### src/chan_irq_consts.vh
// Constants for the channel control and interrupt flag block.
// Assumes a 32-bit AHB-Lite slave; every register takes one aligned word.
`ifndef CHAN_IRQ_CONSTS_VH
`define CHAN_IRQ_CONSTS_VH

// ****************************************************************
// Register byte offsets
// ****************************************************************
`define OFS_START_TRIG   8'h00
`define OFS_STOP_TRIG    8'h04
`define OFS_CHAN_STATUS  8'h08
`define OFS_UART_FLAGS   8'h0C
`define OFS_UART_MASKS   8'h10
`define OFS_TMR_FLAGS    8'h14
`define OFS_TMR_MASKS    8'h18
`define OFS_TMR_CTRL     8'h1C
`define OFS_PER_ENABLE   8'h20
`define OFS_PORT6_DATA   8'h24
`define OFS_PORT6_MODE   8'h28
`define OFS_SER_OUT_EN   8'h2C
`define OFS_MEAS_FLAGS   8'h30
`define OFS_MEAS_MASKS   8'h34
`define OFS_MEAS_CTRL    8'h38

// ****************************************************************
// Field positions
// ****************************************************************
`define BIT_UART_ERR     5
`define BIT_UART_RX      2
`define BIT_UART_TX      1
`define BIT_TMR0         0
`define BIT_TMR_RUN      0
`define BIT_MEAS_CLK     6
`define BIT_MEAS_FLAG    0
`define BIT_MEAS_RUN     7
`define BIT_PIN0         0

// ****************************************************************
// Fixed bits and reset values
// ****************************************************************
`define UART_MASK_FIXED  8'h18
`define RST_MASK_BIT     1'b1
`define RST_PORT6_DATA   4'h0
`define RST_PORT6_MODE   4'hF
`define RST_SER_OUT      2'h0
`define RST_CHAN_EN      2'h0

`endif

### src/chan_irq_ctrl.v
// Channel start/stop control, interrupt request flags and masks, timer
// run bit, measurement clock gate and a port pin, behind AHB-Lite.
// Assumes event inputs are one-cycle pulses from logic on hclk.
//
// Local design decisions: the AHB-Lite register port and the placing of the registers.
`timescale 1ns/10ps
`include "chan_irq_consts.vh"

// Functional notes
// Start trigger write of 1 sets channel enable status; 0 does nothing.
// Stop trigger write of 1 clears channel enable status; 0 does nothing.
// Each request flag reads 1 while its request is pending, else 0.
// UART error, receive, transmit at bits 5,2,1; mask 0 enables.
// Software clears UART flags before unmasking them.
// Timer channel 0 flag and mask at bit 0; clear then unmask.
// Timer control bit 0 runs the interval timer count when 1.
// To stop timer software masks, clears flag, then clears run bit.
// Peripheral enable bit 6 gates measurement input clock; 1 enables.
// Software supplies measurement clock only while a measurement runs.
// Serial output enable bit 0 enables channel serial output when 1.
// Indicator pin driven low during correction, released afterwards.
// UART stop: mask, stop both channels, output off, clear flags.
// Measurement flag at bit 0; software clears it before enabling.
// Measurement control bit 7 enables measurement circuit when 1.
// Measurement mask bit 0 enables servicing at 0, disables at 1.
// Software keeps other bits of shared registers when updating one.
module chan_irq_ctrl (
  hclk,
  hresetn,
  hsel,
  haddr,
  htrans,
  hwrite,
  hsize,
  hwdata,
  hready,
  hreadyout,
  hresp,
  hrdata,
  uart_err_evt,
  uart_rx_evt,
  uart_tx_evt,
  timer_evt,
  measure_evt,
  uart_err_req,
  uart_rx_req,
  uart_tx_req,
  timer_req,
  measure_req,
  channel_enable_status,
  serial_output_on,
  timer_count_run,
  measure_clock_gate,
  measure_circuit_run,
  port_six_out,
  correction_indicator_pin_i,
  correction_indicator_pin_o,
  correction_indicator_pin_oe
);
  input  wire        hclk;
  input  wire        hresetn;
  input  wire        hsel;
  input  wire [31:0] haddr;
  input  wire [1:0]  htrans;
  input  wire        hwrite;
  input  wire [2:0]  hsize;
  input  wire [31:0] hwdata;
  input  wire        hready;
  output wire        hreadyout;
  output wire        hresp;
  output wire [31:0] hrdata;
  input  wire        uart_err_evt;
  input  wire        uart_rx_evt;
  input  wire        uart_tx_evt;
  input  wire        timer_evt;
  input  wire        measure_evt;
  output wire        uart_err_req;
  output wire        uart_rx_req;
  output wire        uart_tx_req;
  output wire        timer_req;
  output wire        measure_req;
  output wire [1:0]  channel_enable_status;
  output wire [1:0]  serial_output_on;
  output wire        timer_count_run;
  output wire        measure_clock_gate;
  output wire        measure_circuit_run;
  output wire [3:0]  port_six_out;
  input  wire        correction_indicator_pin_i;
  output wire        correction_indicator_pin_o;
  output wire        correction_indicator_pin_oe;

  // ****************************************************************
  // Bus state machine
  // ****************************************************************
  localparam [3:0] ST_IDLE  = 4'b0001;
  localparam [3:0] ST_WRITE = 4'b0010;
  localparam [3:0] ST_RWAIT = 4'b0100;
  localparam [3:0] ST_RDATA = 4'b1000;

  function hit;
    input [7:0] a;
    input [7:0] ofs;
    begin
      hit = (a[7:2] == ofs[7:2]);
    end
  endfunction

  reg  [3:0]  state_q;
  reg  [3:0]  state_d;
  reg  [7:0]  addr_q;
  reg  [31:0] rdata_q;
  reg  [31:0] rdata_d;
  wire        take;
  wire        wr;

  assign take      = hsel & hready & htrans[1];
  assign hreadyout = ~state_q[2];
  assign hresp     = 1'b0;
  assign hrdata    = rdata_q;
  assign wr        = state_q[1];

  always @* begin
    state_d = ST_IDLE;
    case (state_q)
      ST_RWAIT: state_d = ST_RDATA;
      default: begin
        if (take) begin
          state_d = hwrite ? ST_WRITE : ST_RWAIT;
        end
      end
    endcase
  end

  always @(posedge hclk or negedge hresetn) begin
    if (!hresetn) begin
      state_q <= ST_IDLE;
      addr_q  <= 8'h00;
    end else begin
      state_q <= state_d;
      if (take) begin
        addr_q <= haddr[7:0];
      end
    end
  end

  // ****************************************************************
  // Control registers
  // ****************************************************************
  reg  [1:0] chan_en_q;
  reg  [1:0] soe_q;
  reg        tmr_run_q;
  reg        meas_clk_q;
  reg        meas_run_q;
  reg  [3:0] p6_data_q;
  reg  [3:0] p6_mode_q;
  reg        uerr_mk_q;
  reg        urx_mk_q;
  reg        utx_mk_q;
  reg        tmr_mk_q;
  reg        meas_mk_q;
  wire [1:0] start_bits;
  wire [1:0] stop_bits;

  assign start_bits = (wr && hit(addr_q, `OFS_START_TRIG)) ?
                      hwdata[1:0] : 2'h0;
  assign stop_bits  = (wr && hit(addr_q, `OFS_STOP_TRIG)) ?
                      hwdata[1:0] : 2'h0;

  always @(posedge hclk or negedge hresetn) begin
    if (!hresetn) begin
      chan_en_q  <= `RST_CHAN_EN;
      soe_q      <= `RST_SER_OUT;
      tmr_run_q  <= 1'b0;
      meas_clk_q <= 1'b0;
      meas_run_q <= 1'b0;
      p6_data_q  <= `RST_PORT6_DATA;
      p6_mode_q  <= `RST_PORT6_MODE;
      uerr_mk_q  <= `RST_MASK_BIT;
      urx_mk_q   <= `RST_MASK_BIT;
      utx_mk_q   <= `RST_MASK_BIT;
      tmr_mk_q   <= `RST_MASK_BIT;
      meas_mk_q  <= `RST_MASK_BIT;
    end else begin
      // Stop wins when both triggers hit the same channel together
      chan_en_q <= (chan_en_q | start_bits) & ~stop_bits;
      if (wr) begin
        if (hit(addr_q, `OFS_SER_OUT_EN)) begin
          soe_q <= hwdata[1:0];
        end else if (hit(addr_q, `OFS_TMR_CTRL)) begin
          tmr_run_q <= hwdata[`BIT_TMR_RUN];
        end else if (hit(addr_q, `OFS_PER_ENABLE)) begin
          meas_clk_q <= hwdata[`BIT_MEAS_CLK];
        end else if (hit(addr_q, `OFS_MEAS_CTRL)) begin
          meas_run_q <= hwdata[`BIT_MEAS_RUN];
        end else if (hit(addr_q, `OFS_PORT6_DATA)) begin
          p6_data_q <= hwdata[3:0];
        end else if (hit(addr_q, `OFS_PORT6_MODE)) begin
          p6_mode_q <= hwdata[3:0];
        end else if (hit(addr_q, `OFS_UART_MASKS)) begin
          uerr_mk_q <= hwdata[`BIT_UART_ERR];
          urx_mk_q  <= hwdata[`BIT_UART_RX];
          utx_mk_q  <= hwdata[`BIT_UART_TX];
        end else if (hit(addr_q, `OFS_TMR_MASKS)) begin
          tmr_mk_q <= hwdata[`BIT_TMR0];
        end else if (hit(addr_q, `OFS_MEAS_MASKS)) begin
          meas_mk_q <= hwdata[`BIT_MEAS_FLAG];
        end
      end
    end
  end

  // ****************************************************************
  // Request flags
  // ****************************************************************
  reg  uerr_if_q;
  reg  urx_if_q;
  reg  utx_if_q;
  reg  tmr_if_q;
  reg  meas_if_q;
  wire wr_uf;
  wire wr_tf;
  wire wr_mf;
  wire tmr_set;
  wire meas_set;

  assign wr_uf = wr & hit(addr_q, `OFS_UART_FLAGS);
  assign wr_tf = wr & hit(addr_q, `OFS_TMR_FLAGS);
  assign wr_mf = wr & hit(addr_q, `OFS_MEAS_FLAGS);
  // Timer and measurement only raise events while they run
  assign tmr_set  = timer_evt & tmr_run_q;
  assign meas_set = measure_evt & meas_run_q & meas_clk_q;

  // Hardware set wins over a software write in the same cycle
  always @(posedge hclk or negedge hresetn) begin
    if (!hresetn) begin
      uerr_if_q <= 1'b0;
      urx_if_q  <= 1'b0;
      utx_if_q  <= 1'b0;
      tmr_if_q  <= 1'b0;
      meas_if_q <= 1'b0;
    end else begin
      uerr_if_q <= (wr_uf ? hwdata[`BIT_UART_ERR] : uerr_if_q) |
                   uart_err_evt;
      urx_if_q  <= (wr_uf ? hwdata[`BIT_UART_RX] : urx_if_q) |
                   uart_rx_evt;
      utx_if_q  <= (wr_uf ? hwdata[`BIT_UART_TX] : utx_if_q) |
                   uart_tx_evt;
      tmr_if_q  <= (wr_tf ? hwdata[`BIT_TMR0] : tmr_if_q) |
                   tmr_set;
      meas_if_q <= (wr_mf ? hwdata[`BIT_MEAS_FLAG] : meas_if_q) |
                   meas_set;
    end
  end

  // Pending requests forwarded only while unmasked
  assign uart_err_req = uerr_if_q & ~uerr_mk_q;
  assign uart_rx_req  = urx_if_q & ~urx_mk_q;
  assign uart_tx_req  = utx_if_q & ~utx_mk_q;
  assign timer_req    = tmr_if_q & ~tmr_mk_q;
  assign measure_req  = meas_if_q & ~meas_mk_q;

  // ****************************************************************
  // Port pin
  // ****************************************************************
  wire pin_sync;

  sync2 #(
    .W (1)
  ) u_pin_sync (
    .hclk    (hclk),
    .hresetn (hresetn),
    .d       (correction_indicator_pin_i),
    .q       (pin_sync)
  );

  // Mode bit 1 releases the pin; 0 drives the data bit
  assign correction_indicator_pin_o  = p6_data_q[`BIT_PIN0];
  assign correction_indicator_pin_oe = ~p6_mode_q[`BIT_PIN0];
  assign port_six_out                = p6_data_q;

  // ****************************************************************
  // Read data
  // ****************************************************************
  reg [3:0] p6_rd;

  always @* begin
    p6_rd = p6_data_q;
    if (p6_mode_q[`BIT_PIN0]) begin
      p6_rd[`BIT_PIN0] = pin_sync;
    end
    rdata_d = 32'h00000000;
    if (hit(addr_q, `OFS_CHAN_STATUS)) begin
      rdata_d[1:0] = chan_en_q;
    end else if (hit(addr_q, `OFS_UART_FLAGS)) begin
      rdata_d[`BIT_UART_ERR] = uerr_if_q;
      rdata_d[`BIT_UART_RX]  = urx_if_q;
      rdata_d[`BIT_UART_TX]  = utx_if_q;
    end else if (hit(addr_q, `OFS_UART_MASKS)) begin
      rdata_d[7:0]           = `UART_MASK_FIXED;
      rdata_d[`BIT_UART_ERR] = uerr_mk_q;
      rdata_d[`BIT_UART_RX]  = urx_mk_q;
      rdata_d[`BIT_UART_TX]  = utx_mk_q;
    end else if (hit(addr_q, `OFS_TMR_FLAGS)) begin
      rdata_d[`BIT_TMR0] = tmr_if_q;
    end else if (hit(addr_q, `OFS_TMR_MASKS)) begin
      rdata_d[`BIT_TMR0] = tmr_mk_q;
    end else if (hit(addr_q, `OFS_TMR_CTRL)) begin
      rdata_d[`BIT_TMR_RUN] = tmr_run_q;
    end else if (hit(addr_q, `OFS_PER_ENABLE)) begin
      rdata_d[`BIT_MEAS_CLK] = meas_clk_q;
    end else if (hit(addr_q, `OFS_PORT6_DATA)) begin
      rdata_d[3:0] = p6_rd;
    end else if (hit(addr_q, `OFS_PORT6_MODE)) begin
      rdata_d[3:0] = p6_mode_q;
    end else if (hit(addr_q, `OFS_SER_OUT_EN)) begin
      rdata_d[1:0] = soe_q;
    end else if (hit(addr_q, `OFS_MEAS_FLAGS)) begin
      rdata_d[`BIT_MEAS_FLAG] = meas_if_q;
    end else if (hit(addr_q, `OFS_MEAS_MASKS)) begin
      rdata_d[`BIT_MEAS_FLAG] = meas_mk_q;
    end else if (hit(addr_q, `OFS_MEAS_CTRL)) begin
      rdata_d[`BIT_MEAS_RUN] = meas_run_q;
    end
  end

  // Captured in the wait cycle so a write just before is seen
  always @(posedge hclk or negedge hresetn) begin
    if (!hresetn) begin
      rdata_q <= 32'h00000000;
    end else if (state_q[2]) begin
      rdata_q <= rdata_d;
    end
  end

  // ****************************************************************
  // Outputs
  // ****************************************************************
  assign channel_enable_status = chan_en_q;
  assign serial_output_on      = soe_q;
  assign timer_count_run       = tmr_run_q;
  assign measure_clock_gate    = meas_clk_q;
  assign measure_circuit_run   = meas_run_q;

endmodule // chan_irq_ctrl

### src/sync2.v
// Two-flop synchroniser for levels entering from outside the hclk domain.
// Assumes the input is a slowly changing level.
`timescale 1ns/10ps

module sync2 #(
  parameter W = 1
) (
  hclk,
  hresetn,
  d,
  q
);
  input  wire         hclk;
  input  wire         hresetn;
  input  wire [W-1:0] d;
  output wire [W-1:0] q;

  reg [W-1:0] meta_q;
  reg [W-1:0] sync_q;

  always @(posedge hclk or negedge hresetn) begin
    if (!hresetn) begin
      meta_q <= {W{1'b0}};
      sync_q <= {W{1'b0}};
    end else begin
      meta_q <= d;
      sync_q <= meta_q;
    end
  end

  assign q = sync_q;

endmodule // sync2

### config.mk
export PLATFORM = sky130hd
export DESIGN_NAME = chan_irq_ctrl
export DESIGN_NICKNAME = d
export VERILOG_FILES = /design/src/chan_irq_ctrl.v /design/src/sync2.v
export VERILOG_INCLUDE_DIRS = /design/src
export SDC_FILE = /design/constraint.sdc
export NUM_CORES = 1
export LEC_CHECK = 0
export ABC_CLOCK_PERIOD_IN_PS = 1750
export BUFFER_PORTS_ARGS = -buffer_cell sky130_fd_sc_hd__buf_4
export CORE_MARGIN = 4
export CORE_UTILIZATION = 40
export DETAILED_ROUTE_END_ITERATION = 10
export PLACE_DENSITY = 0.85
export SETUP_SLACK_MARGIN = 0.3
export SLEW_MARGIN = 15
export SYNTH_ARGS = -nofsm -noshare
export SYNTH_HDL_FRONTEND = slang
export SYNTH_SLANG_ARGS = --single-unit
### constraint.sdc
create_clock -name hclk -period 1.75 [get_ports hclk]
set_clock_uncertainty 0.1 [all_clocks]
set_input_delay 0.175 -clock hclk [delete_from_list [all_inputs] [get_ports hclk]]
set_output_delay 0.175 -clock hclk [all_outputs]
set_load 0.03 [all_outputs]
==> flow_summary.yaml, run 1 <==
outcome:
  status: "finished with violations"
  violations: "negative setup slack"
cts:
  clk-insertion-delay-late_ns: 0.31
  cts.sinks: 45
  ctsRootBufferMaster: "clkbuf_8"
  cts_buffers: 5
  cts_tree: "yes"
  cts_max_level: 2
  cts.path.max_buffers: 2
  clkTransAtPathRegs_ns: 0.08
synthesis:
  synth_edf_count: 0
  syn_area_um2: 2330
  synthDistinctLibCells: 45
  postSynthCellCount: 214
  synth_area_leaders: "dfrtp_1 (38%), mux2_2 (13%), dfstp_2 (11%)"
  synth_area_leader_cell: "dfrtp_1"
  syn_avg_cell_area_um2: 10.9
  synth-seq-cells: 45
  yosysWarnings: 0
  ys_seq_area_share_pct: 48.8
  yosysTopAreaCellShare_pct: 37.5
  synthFlopType: "dfrtp_1"
  async_flop_share_pct: 100
place:
  place_area_um2: 2860
  io_buffers: 51
  dpl.hpwl_um: 4230
  gp_congestion: 0.858
  pre_cts_ws_ns: -0.0561
global_route:
  grt_max_degree: 46
  antenna_found_initial: 0
  grt-ovfl-total: 0
  grt_usage_pct: 19.1
  grt_pass1_wl_um: 10800
  grt_pass1_vias: 2114
die:
  num_rows: 27
  core_um2: 5570
  die_w_um: 84.4
  start_util_pct: 41.9
  ios: 132
  die_y_um: 84.4
  dieArea_um2: 7120
pwr:
  power.density_nw_per_um2: 847
  ir_worst_vdd_mv: 0.560
  p_leak_nw: 1.60
  p_total_mw: 3.04
critical_path:
  r2r-end: "port_six_out[0]"
  critical_path_class: "reg -> reg"
  r2r-start: "addr_q[4]"
  cp_top_family: "simple AND/OR/NAND/NOR gates"
  crit_cells: 4
  crit_chain: "or4b_4 > nor3_4 > buf_6 > mux2_4"
  required_ns: 1.85
  ff2ff_path_depth: 4
  crit_path_max_incr_delay_ns: 0.59
  endpoint: "port_six_out[0]"
  crit_arrival_ns: 2.01
  r2r_slack_ns: -0.16
  path_max_fanout: 4
  path_buf_inv: 1
  crit_path_top_delay_cell: "or4b_4"
  cp-start-kind: "flop"
  critPathLaunch: "addr_q[4]"
  cp-end-kind: "flop"
sta:
  relSlewSlack_pct: 62.6
  post-route-min-period_ns: 1.91
  hold_viol_final: 0
  fin_hold_ws_ns: 0.00377
  rsz0062_at_grt: "yes"
  finalWorstSetupSlack_ns: -0.157
  min_period_over_period_pct: 109
  tns_ns: -1.02
  setup_viol: 15
  fmax_ghz: 0.524
  max_slew.worst_pin.slew_ns: 0.561
  drv_slew: 0
route:
  drt_iter0_markers: 181
  vias: 2126
  viasPerCell: 5.47
  drc_errors: 0
  drtAntennaViolNets: 0
  routedWlPerCell_um: 19.5
  wl_um: 7590
  firstDrtPassIters: 4
layout:
  synthToLayoutAreaGrowth_pct: 53.9
  drive_gt1_share_pct: 58.0
  nNetsFinal: 396
  n_antenna_cell: 0
  stdcell_area_um2: 3590
worst_hold_path:
  hp-class: "in -> reg"
flow_run:
  maxCapViolCount: 0
==> where the power goes <==
group	switching [mW]	total, mW	internal (mW)
Sequential	0.0997	1.26	1.16
Combinational	0.645	1.14	0.499
Clock	0.366	0.643	0.277
==> per-layer routing <==
| layer | track usage (%) | vias up | share of wire [%] |
|---|---|---|---|
| met3 | 4.81 | 29 | 7.0 |
| met5 | 0 | - | 0 |
| met2 | 32.4 | 121 | 50 |
| li1 | - | 918 | - |
| met1 | 22.7 | 1058 | 39 |
| met4 | 8.78 | 0 | 4.0 |
==> worst register-to-register path, cell delays in order (launching register included) <==
cell     delay (ns)
dfrtp_1        0.39
or4b_4         0.59
nor3_4         0.27
buf_6          0.16
mux2_4         0.30
==> registers in the layout (all words and copies together) (netlist names), 2 cells and up <==
register and cells:
hrdata 8, addr_q 6, p6_mode_q 4, port_six_out 4, state_q 4, channel_enable_status 2
serial_output_on 2
==> cells in the mapped netlist, drive strengths merged, types with 2 or more instances <==
library cell and number:
inv 8, nor2b 11, dfrtp 35, o21ai 6, clkbuf 5, o311ai 2
dfstp 10, a22oi 2, a31oi 3, a21oi 7, nor2 13, nand3b 3
nand3 10, mux2 26, nor4 2, a211o 4, nor3 4, o31ai 3
buf 29, o2bb2ai 3, o22ai 2, nand2 6, and3 2
==> cells by family (layout without fill, tap and decap cells) <==
kind of cell,Yosys count,count (layout),share of synthesized area [%]
xor+xnor,1,1,0.375
flops,45,45,48.8
compound gates,40,40,12.0
buf+inv,42,121,11.4
other cells,1,25,0.161
simple gates,58,58,14.4
mux,27,27,13.0
==> layout make-up <==
| class | count | area [um^2] |
|---|---|---|
| fill | 394 | 1980 |
| multi-input combinational | 151 | 1380 |
| sequential | 45 | 1140 |
| timing repair buffer | 105 | 872 |
| tap | 72 | 90.1 |
| clock buffer | 6 | 72.6 |
| inverter | 8 | 30.0 |
| clock inverter | 2 | 10.0 |
==> metrics by stage <==
stage / utilization (%) / instances
after floorplan: - / 238
after global placement: 51.3 / 346
after detailed placement: 51.3 / 346
after CTS: 60.9 / 381
after global routing: 64.4 / 389
final: 64.4 / 389
==> worst min-delay path by stage <==
stage	start	endpoint	slack, ns	depth (start not counted)
5_1_grt	hwdata[3]	port_six_out[3]	-0.004	2
4_1_cts	hwdata[3]	port_six_out[3]	0.005	2
2_1_floorplan	hresetn	addr_q[2]	-0.22	0
6_report	hwdata[3]	port_six_out[3]	0.004	2
3_3_place_gp	hresetn	port_six_out[3]	0.09	1
3_5_place_dp	hresetn	port_six_out[3]	0.10	1
==> layout by cell type (no fill, tap or decap), types with 3 or more instances in the layout <==
cell type and n:
buf_4 78, dfrtp_1 33, conb_1 25, mux2_4 18
dlygate4sd3_1 14, buf_6 13, nor2b_1 10, dfstp_2 10
mux2_2 8, nor2_1 7, inv_1 7, nor2_4 5
a21oi_2 5, nand3_1 5, o21ai_2 5, clkbuf_8 5
a211o_1 4, nand2_1 3, nand3b_1 3, nand3_2 3
==> repair_timing <==
item                       4_1_cts  5_1_grt
buffers inserted                13        8
pin swaps                       20       18
resized for setup               54       31
hold buffers                    14        0
setup endpoints to repair       32       33
hold endpoints to repair        48        0
cloned                           0        0
(Power assumes the default switching activity.)
==> run 2, diff against run 1 <==
--- a/config.mk
+++ b/config.mk
@@ -11,7 +11,7 @@
 export CORE_MARGIN = 4
 export CORE_UTILIZATION = 40
 export DETAILED_ROUTE_END_ITERATION = 10
-export PLACE_DENSITY = 0.85
+export PLACE_DENSITY = 0.82
 export SETUP_SLACK_MARGIN = 0.3
 export SLEW_MARGIN = 15
 export SYNTH_ARGS = -nofsm -noshare
==> run 2 against run 1 <==
The run still ends with negative setup slack left. Cell count down 1.3%. Fmax increased by 5.3%. Flip-flop and latch count unchanged. Via count fell by 6.0%. Critical path depth fell by 1. Global-route usage down 0.83 points. Clock-buffer cell count grew 1. Largest power group unchanged. Clock power increased by 31%. Combinational power about the same. Sequential power about the same.
==> flow_summary.yaml, run 2 (synthesis gave the netlist of run 1 again) <==
route:
  vias: 1998
  drtAntennaViolNets: 0
  routedWlPerCell_um: 17.4
  viasPerCell: 5.20
  wl_um: 6700
  firstDrtPassIters: 4
  drc_errors: 0
  drt_iter0_markers: 146
pwr:
  p_total_mw: 3.21
  ir_worst_vdd_mv: 0.595
  power.density_nw_per_um2: 902
  p_leak_nw: 1.60
cts:
  cts_max_level: 2
  cts_tree: "yes"
  cts.path.max_buffers: 2
  ctsRootBufferMaster: "clkbuf_8"
  clk-insertion-delay-late_ns: 0.31
  cts_buffers: 5
  cts.sinks: 45
  clkTransAtPathRegs_ns: 0.09
critical_path:
  path_max_fanout: 4
  crit_path_top_delay_cell: "or4b_4"
  crit_chain: "or4b_4 > nor3_4 > mux2_2"
  cp-end-kind: "flop"
  cp-start-kind: "flop"
  required_ns: 1.85
  critical_path_class: "reg -> reg"
  crit_arrival_ns: 1.91
  crit_path_max_incr_delay_ns: 0.60
sta:
  setup_viol: 7
  hold_viol_final: 0
  min_period_over_period_pct: 104
  max_slew.worst_pin.slew_ns: 0.562
  finalWorstSetupSlack_ns: -0.0622
  relSlewSlack_pct: 62.5
  rsz0062_at_grt: "yes"
  fmax_ghz: 0.552
  drv_slew: 0
  post-route-min-period_ns: 1.81
global_route:
  grt_usage_pct: 18.3
  grt_pass1_wl_um: 10300
  grt-ovfl-total: 0
  antenna_found_initial: 0
  grt_max_degree: 46
  grt_pass1_vias: 1972
flow_run:
  maxCapViolCount: 0
die:
  die_w_um: 84.4
  start_util_pct: 41.9
  dieArea_um2: 7120
  num_rows: 27
  ios: 132
  die_y_um: 84.4
  core_um2: 5570
layout:
  final_common_cell: "buf_4"
  n_antenna_cell: 0
  nNetsFinal: 391
  final_cell_mix: "buf_4 (79), dfrtp_1 (34), conb_1 (25), mux2_4 (14), mux2_2 (12)"
  final_cells: 384
  largest_register_ffs: 8
  synthToLayoutAreaGrowth_pct: 52.4
  drive_gt1_share_pct: 57.1
place:
  gp_congestion: 0.865
  dpl.hpwl_um: 4160
  io_buffers: 51
  pre_cts_ws_ns: -0.0588
  dpl.cell_count: 347
outcome:
  violations: "negative setup slack"
  status: "finished with violations"
worst_hold_path:
  hp-class: "in -> reg"
run 2: changes by cell type in the layout (fill, tap and decap cells not counted), moves of 2 or more:
cell           delta
a22oi_1           +2
clkinv_2          -2
mux2_2            +4
buf_6             -2
dlygate4sd3_1     -5
o21ai_4           +2
a31oi_2           -2
a31oi_1           +2
o21ai_2           -3
mux2_4            -4
nand2_2           -2
a22oi_2           -2
run 2: repair_timing:
action / CTS / global route
gates resized for setup: 55 / 22
hold endpoints to repair: 42 / 1
pin swaps: 23 / 16
setup buffers: 14 / 6
hold buffers: 8 / 1
setup endpoints to repair: 32 / 37
run 2: final timing paths:
kind                                    from         endpoint  slack (ns)  cells after the start
setup / recovery                   addr_q[6]  port_six_out[0]       -0.06                      3
hold / removal                      haddr[3]        addr_q[3]       0.002                      2
setup reg to reg                   addr_q[6]  port_six_out[0]       -0.06                      3
hold reg to reg            u_pin_sync.meta_q     u_pin_sync.q        0.26                      0
max in group asynchronous            hresetn        addr_q[2]        0.85                      2
min in group asynchronous            hresetn       state_q[3]        0.30                      2
run 2: layer usage:
layer	part of all wire, %	track usage (%)	wire (um)	vias to the layer above
met4	3.2	6.62	217	0
met3	6.6	3.83	444	21
li1	-	-	-	907
met5	0	0	0	-
met1	39	22.3	2600	986
met2	51	31.8	3440	84
run 2: area by class of cell:
cell class | instances | area (um^2)
multi-input combinational | 151 | 1360
inverter | 8 | 33.8
timing repair buffer | 100 | 822
clock inverter | 1 | 30.0
tap | 72 | 90.1
sequential | 45 | 1140
clock buffer | 7 | 86.3
fill | 431 | 2020
run 2: per-stage QoR:
stage	instance area, um^2	util (%)	hold slack, ns	TNS (ns)
2_1_floorplan	2500	-	-0.221	-0.0852
3_3_place_gp	2870	51.4	0.0993	-0.181
3_5_place_dp	2870	51.4	0.106	-0.201
4_1_cts	3380	60.6	0.00301	-0.261
5_1_grt	3560	63.8	0.00623	-1.07
6_report	3560	63.8	0.00174	-0.285
run 2: worst max-delay path: cells and delay by family (launching register included):
family / cells / cell delay, ns
flops: 1 / 0.39
mux: 1 / 0.37
simple gates: 2 / 0.84
run 2: report_power, final:
group / internal, mW / switching (mW) / total, mW / leakage, nW
Sequential: 1.16 / 0.102 / 1.26 / 0.538
Combinational: 0.507 / 0.604 / 1.11 / 1.00
Clock: 0.466 / 0.375 / 0.842 / 0.0585
==> run 3, diff against run 2 <==
--- a/config.mk
+++ b/config.mk
@@ -13,6 +13,7 @@
 export DETAILED_ROUTE_END_ITERATION = 10
 export PLACE_DENSITY = 0.82
 export SETUP_SLACK_MARGIN = 0.3
+export SKIP_CTS_REPAIR_TIMING = 1
 export SLEW_MARGIN = 15
 export SYNTH_ARGS = -nofsm -noshare
 export SYNTH_HDL_FRONTEND = slang
==> run 3 against run 2 <==
The run ends with negative hold slack, negative setup slack left. Largest cell class unchanged. Flip-flop and latch count did not move. Critical path depth did not move. Utilization fell by 2.6 points. Worst hold slack got worse by 0.0061 ns. Die area did not move.
==> flow_summary.yaml, run 3 (synthesis gave the netlist of run 1 again) <==
outcome:
  status: "finished with violations"
  violations: "negative hold slack, negative setup slack"
sta:
  finalWorstSetupSlack_ns: -0.0676
  tns_ns: -0.366
  setup_viol: 7
  fmax_ghz: 0.550
  rsz0062_at_grt: "yes"
  drv_slew: 0
  max_slew.worst_pin.slew_ns: 0.562
  relSlewSlack_pct: 62.5
  min_period_over_period_pct: 104
  hold_viol_final: 1
  post-route-min-period_ns: 1.82
  fin_hold_ws_ns: -0.00431
layout:
  nFillCells: 457
  final_common_cell: "buf_4"
  post-route-util_pct: 61.3
  stdcell_area_um2: 3410
  nNetsFinal: 384
  largest_register_ffs: 8
  n_antenna_cell: 0
  register_area_um2: 1140
  synthToLayoutAreaGrowth_pct: 46.2
  final_cell_mix: "buf_4 (74), dfrtp_1 (32), conb_1 (25), mux2_4 (13), mux2_2 (13)"
  drive_gt1_share_pct: 55.4
  multi_input_area_um2: 1280
critical_path:
  crit_arrival_ns: 1.91
  critical_path_class: "reg -> reg"
  path_max_fanout: 4
  required_ns: 1.84
  cp-end-kind: "flop"
  cp-start-kind: "flop"
place:
  gp_congestion: 0.865
  place_area_um2: 2870
  io_buffers: 51
  dpl.hpwl_um: 4160
pwr:
  p_total_mw: 3.13
  power.density_nw_per_um2: 917
  p_leak_nw: 1.54
  ir_worst_vdd_mv: 0.539
global_route:
  grt_pass1_vias: 1830
  grt_max_degree: 46
  grt_usage_pct: 15.8
  grt-ovfl-total: 0
  grt_pass1_wl_um: 8890
  antenna_found_initial: 0
route:
  wl_um: 6370
  drt_iter0_markers: 120
  routedWlPerCell_um: 16.9
  drc_errors: 0
  drtAntennaViolNets: 0
  firstDrtPassIters: 4
  viasPerCell: 5.23
  vias: 1972
die:
  num_rows: 27
  die_w_um: 84.4
  die_y_um: 84.4
  core_um2: 5570
  ios: 132
  dieArea_um2: 7120
  start_util_pct: 41.9
cts:
  cts.path.max_buffers: 2
  clkTransAtPathRegs_ns: 0.09
  cts_tree: "yes"
  cts.sinks: 45
  cts_max_level: 2
  clk-insertion-delay-late_ns: 0.30
  ctsRootBufferMaster: "clkbuf_8"
  cts_buffers: 5
worst_hold_path:
  hp-class: "in -> reg"
flow_run:
  maxCapViolCount: 0
==> run 3: changes by cell type in the layout (fill, tap and decap cells not counted), sizes merged <==
cell | previous run | this run
buf | 91 | 85
clkinvlp | 1 | 0
dlygate4sd3 | 9 | 8
inv | 7 | 8
==> run 3: critical path, cell delays in order (launching register included) <==
cell and delay (ns):
dfrtp_1 0.39, or4b_4 0.60, nor3_4 0.24, mux2_2 0.37
==> run 3: path summary, 6_finish.rpt <==
| path | start | endpoint | slack [ns] | cells past startpoint |
|---|---|---|---|---|
| max reg2reg | addr_q[6] | port_six_out[3] | -0.07 | 3 |
| max | addr_q[6] | port_six_out[3] | -0.07 | 3 |
| max in group asynchronous | hresetn | addr_q[2] | 0.84 | 2 |
| min | timer_evt | tmr_if_q | -0.004 | 3 |
| min reg2reg | u_pin_sync.meta_q | u_pin_sync.q | 0.26 | 0 |
| min in group asynchronous | hresetn | tmr_if_q | 0.30 | 2 |
==> run 3: power by group <==
part           switching [mW]  total, mW  internal (mW)
combinational           0.579       1.05          0.472
clock                   0.361      0.827          0.466
sequential             0.0979       1.25           1.16
==> run 3: cell type report <==
type | count | share of cell area (%)
clock buffers | 7 | 2.53
clock inverters | 1 | 0.879
flip-flops and latches | 45 | 33.5
well taps | 72 | 2.64
inverters | 8 | 0.879
repair buffers | 93 | 22.2
multi-input cells | 151 | 37.4
==> run 3: metrics by stage <==
stage                     setup slack (ns)  instances
after CTS                          -0.0710        355
final                              -0.0676        377
after global routing                -0.133        377
after global placement             -0.0458        347
after detailed placement           -0.0588        347
after floorplan                    -0.0213        238
==> run 3: metal layers <==
metal | vias to the layer above | track usage (%) | wire length (um)
li1 | 894 | - | -
met1 | 952 | 20.2 | 2400
met2 | 110 | 25.0 | 3200
met3 | 16 | 3.73 | 609
met4 | 0 | 7.91 | 159
met5 | - | 0 | 0
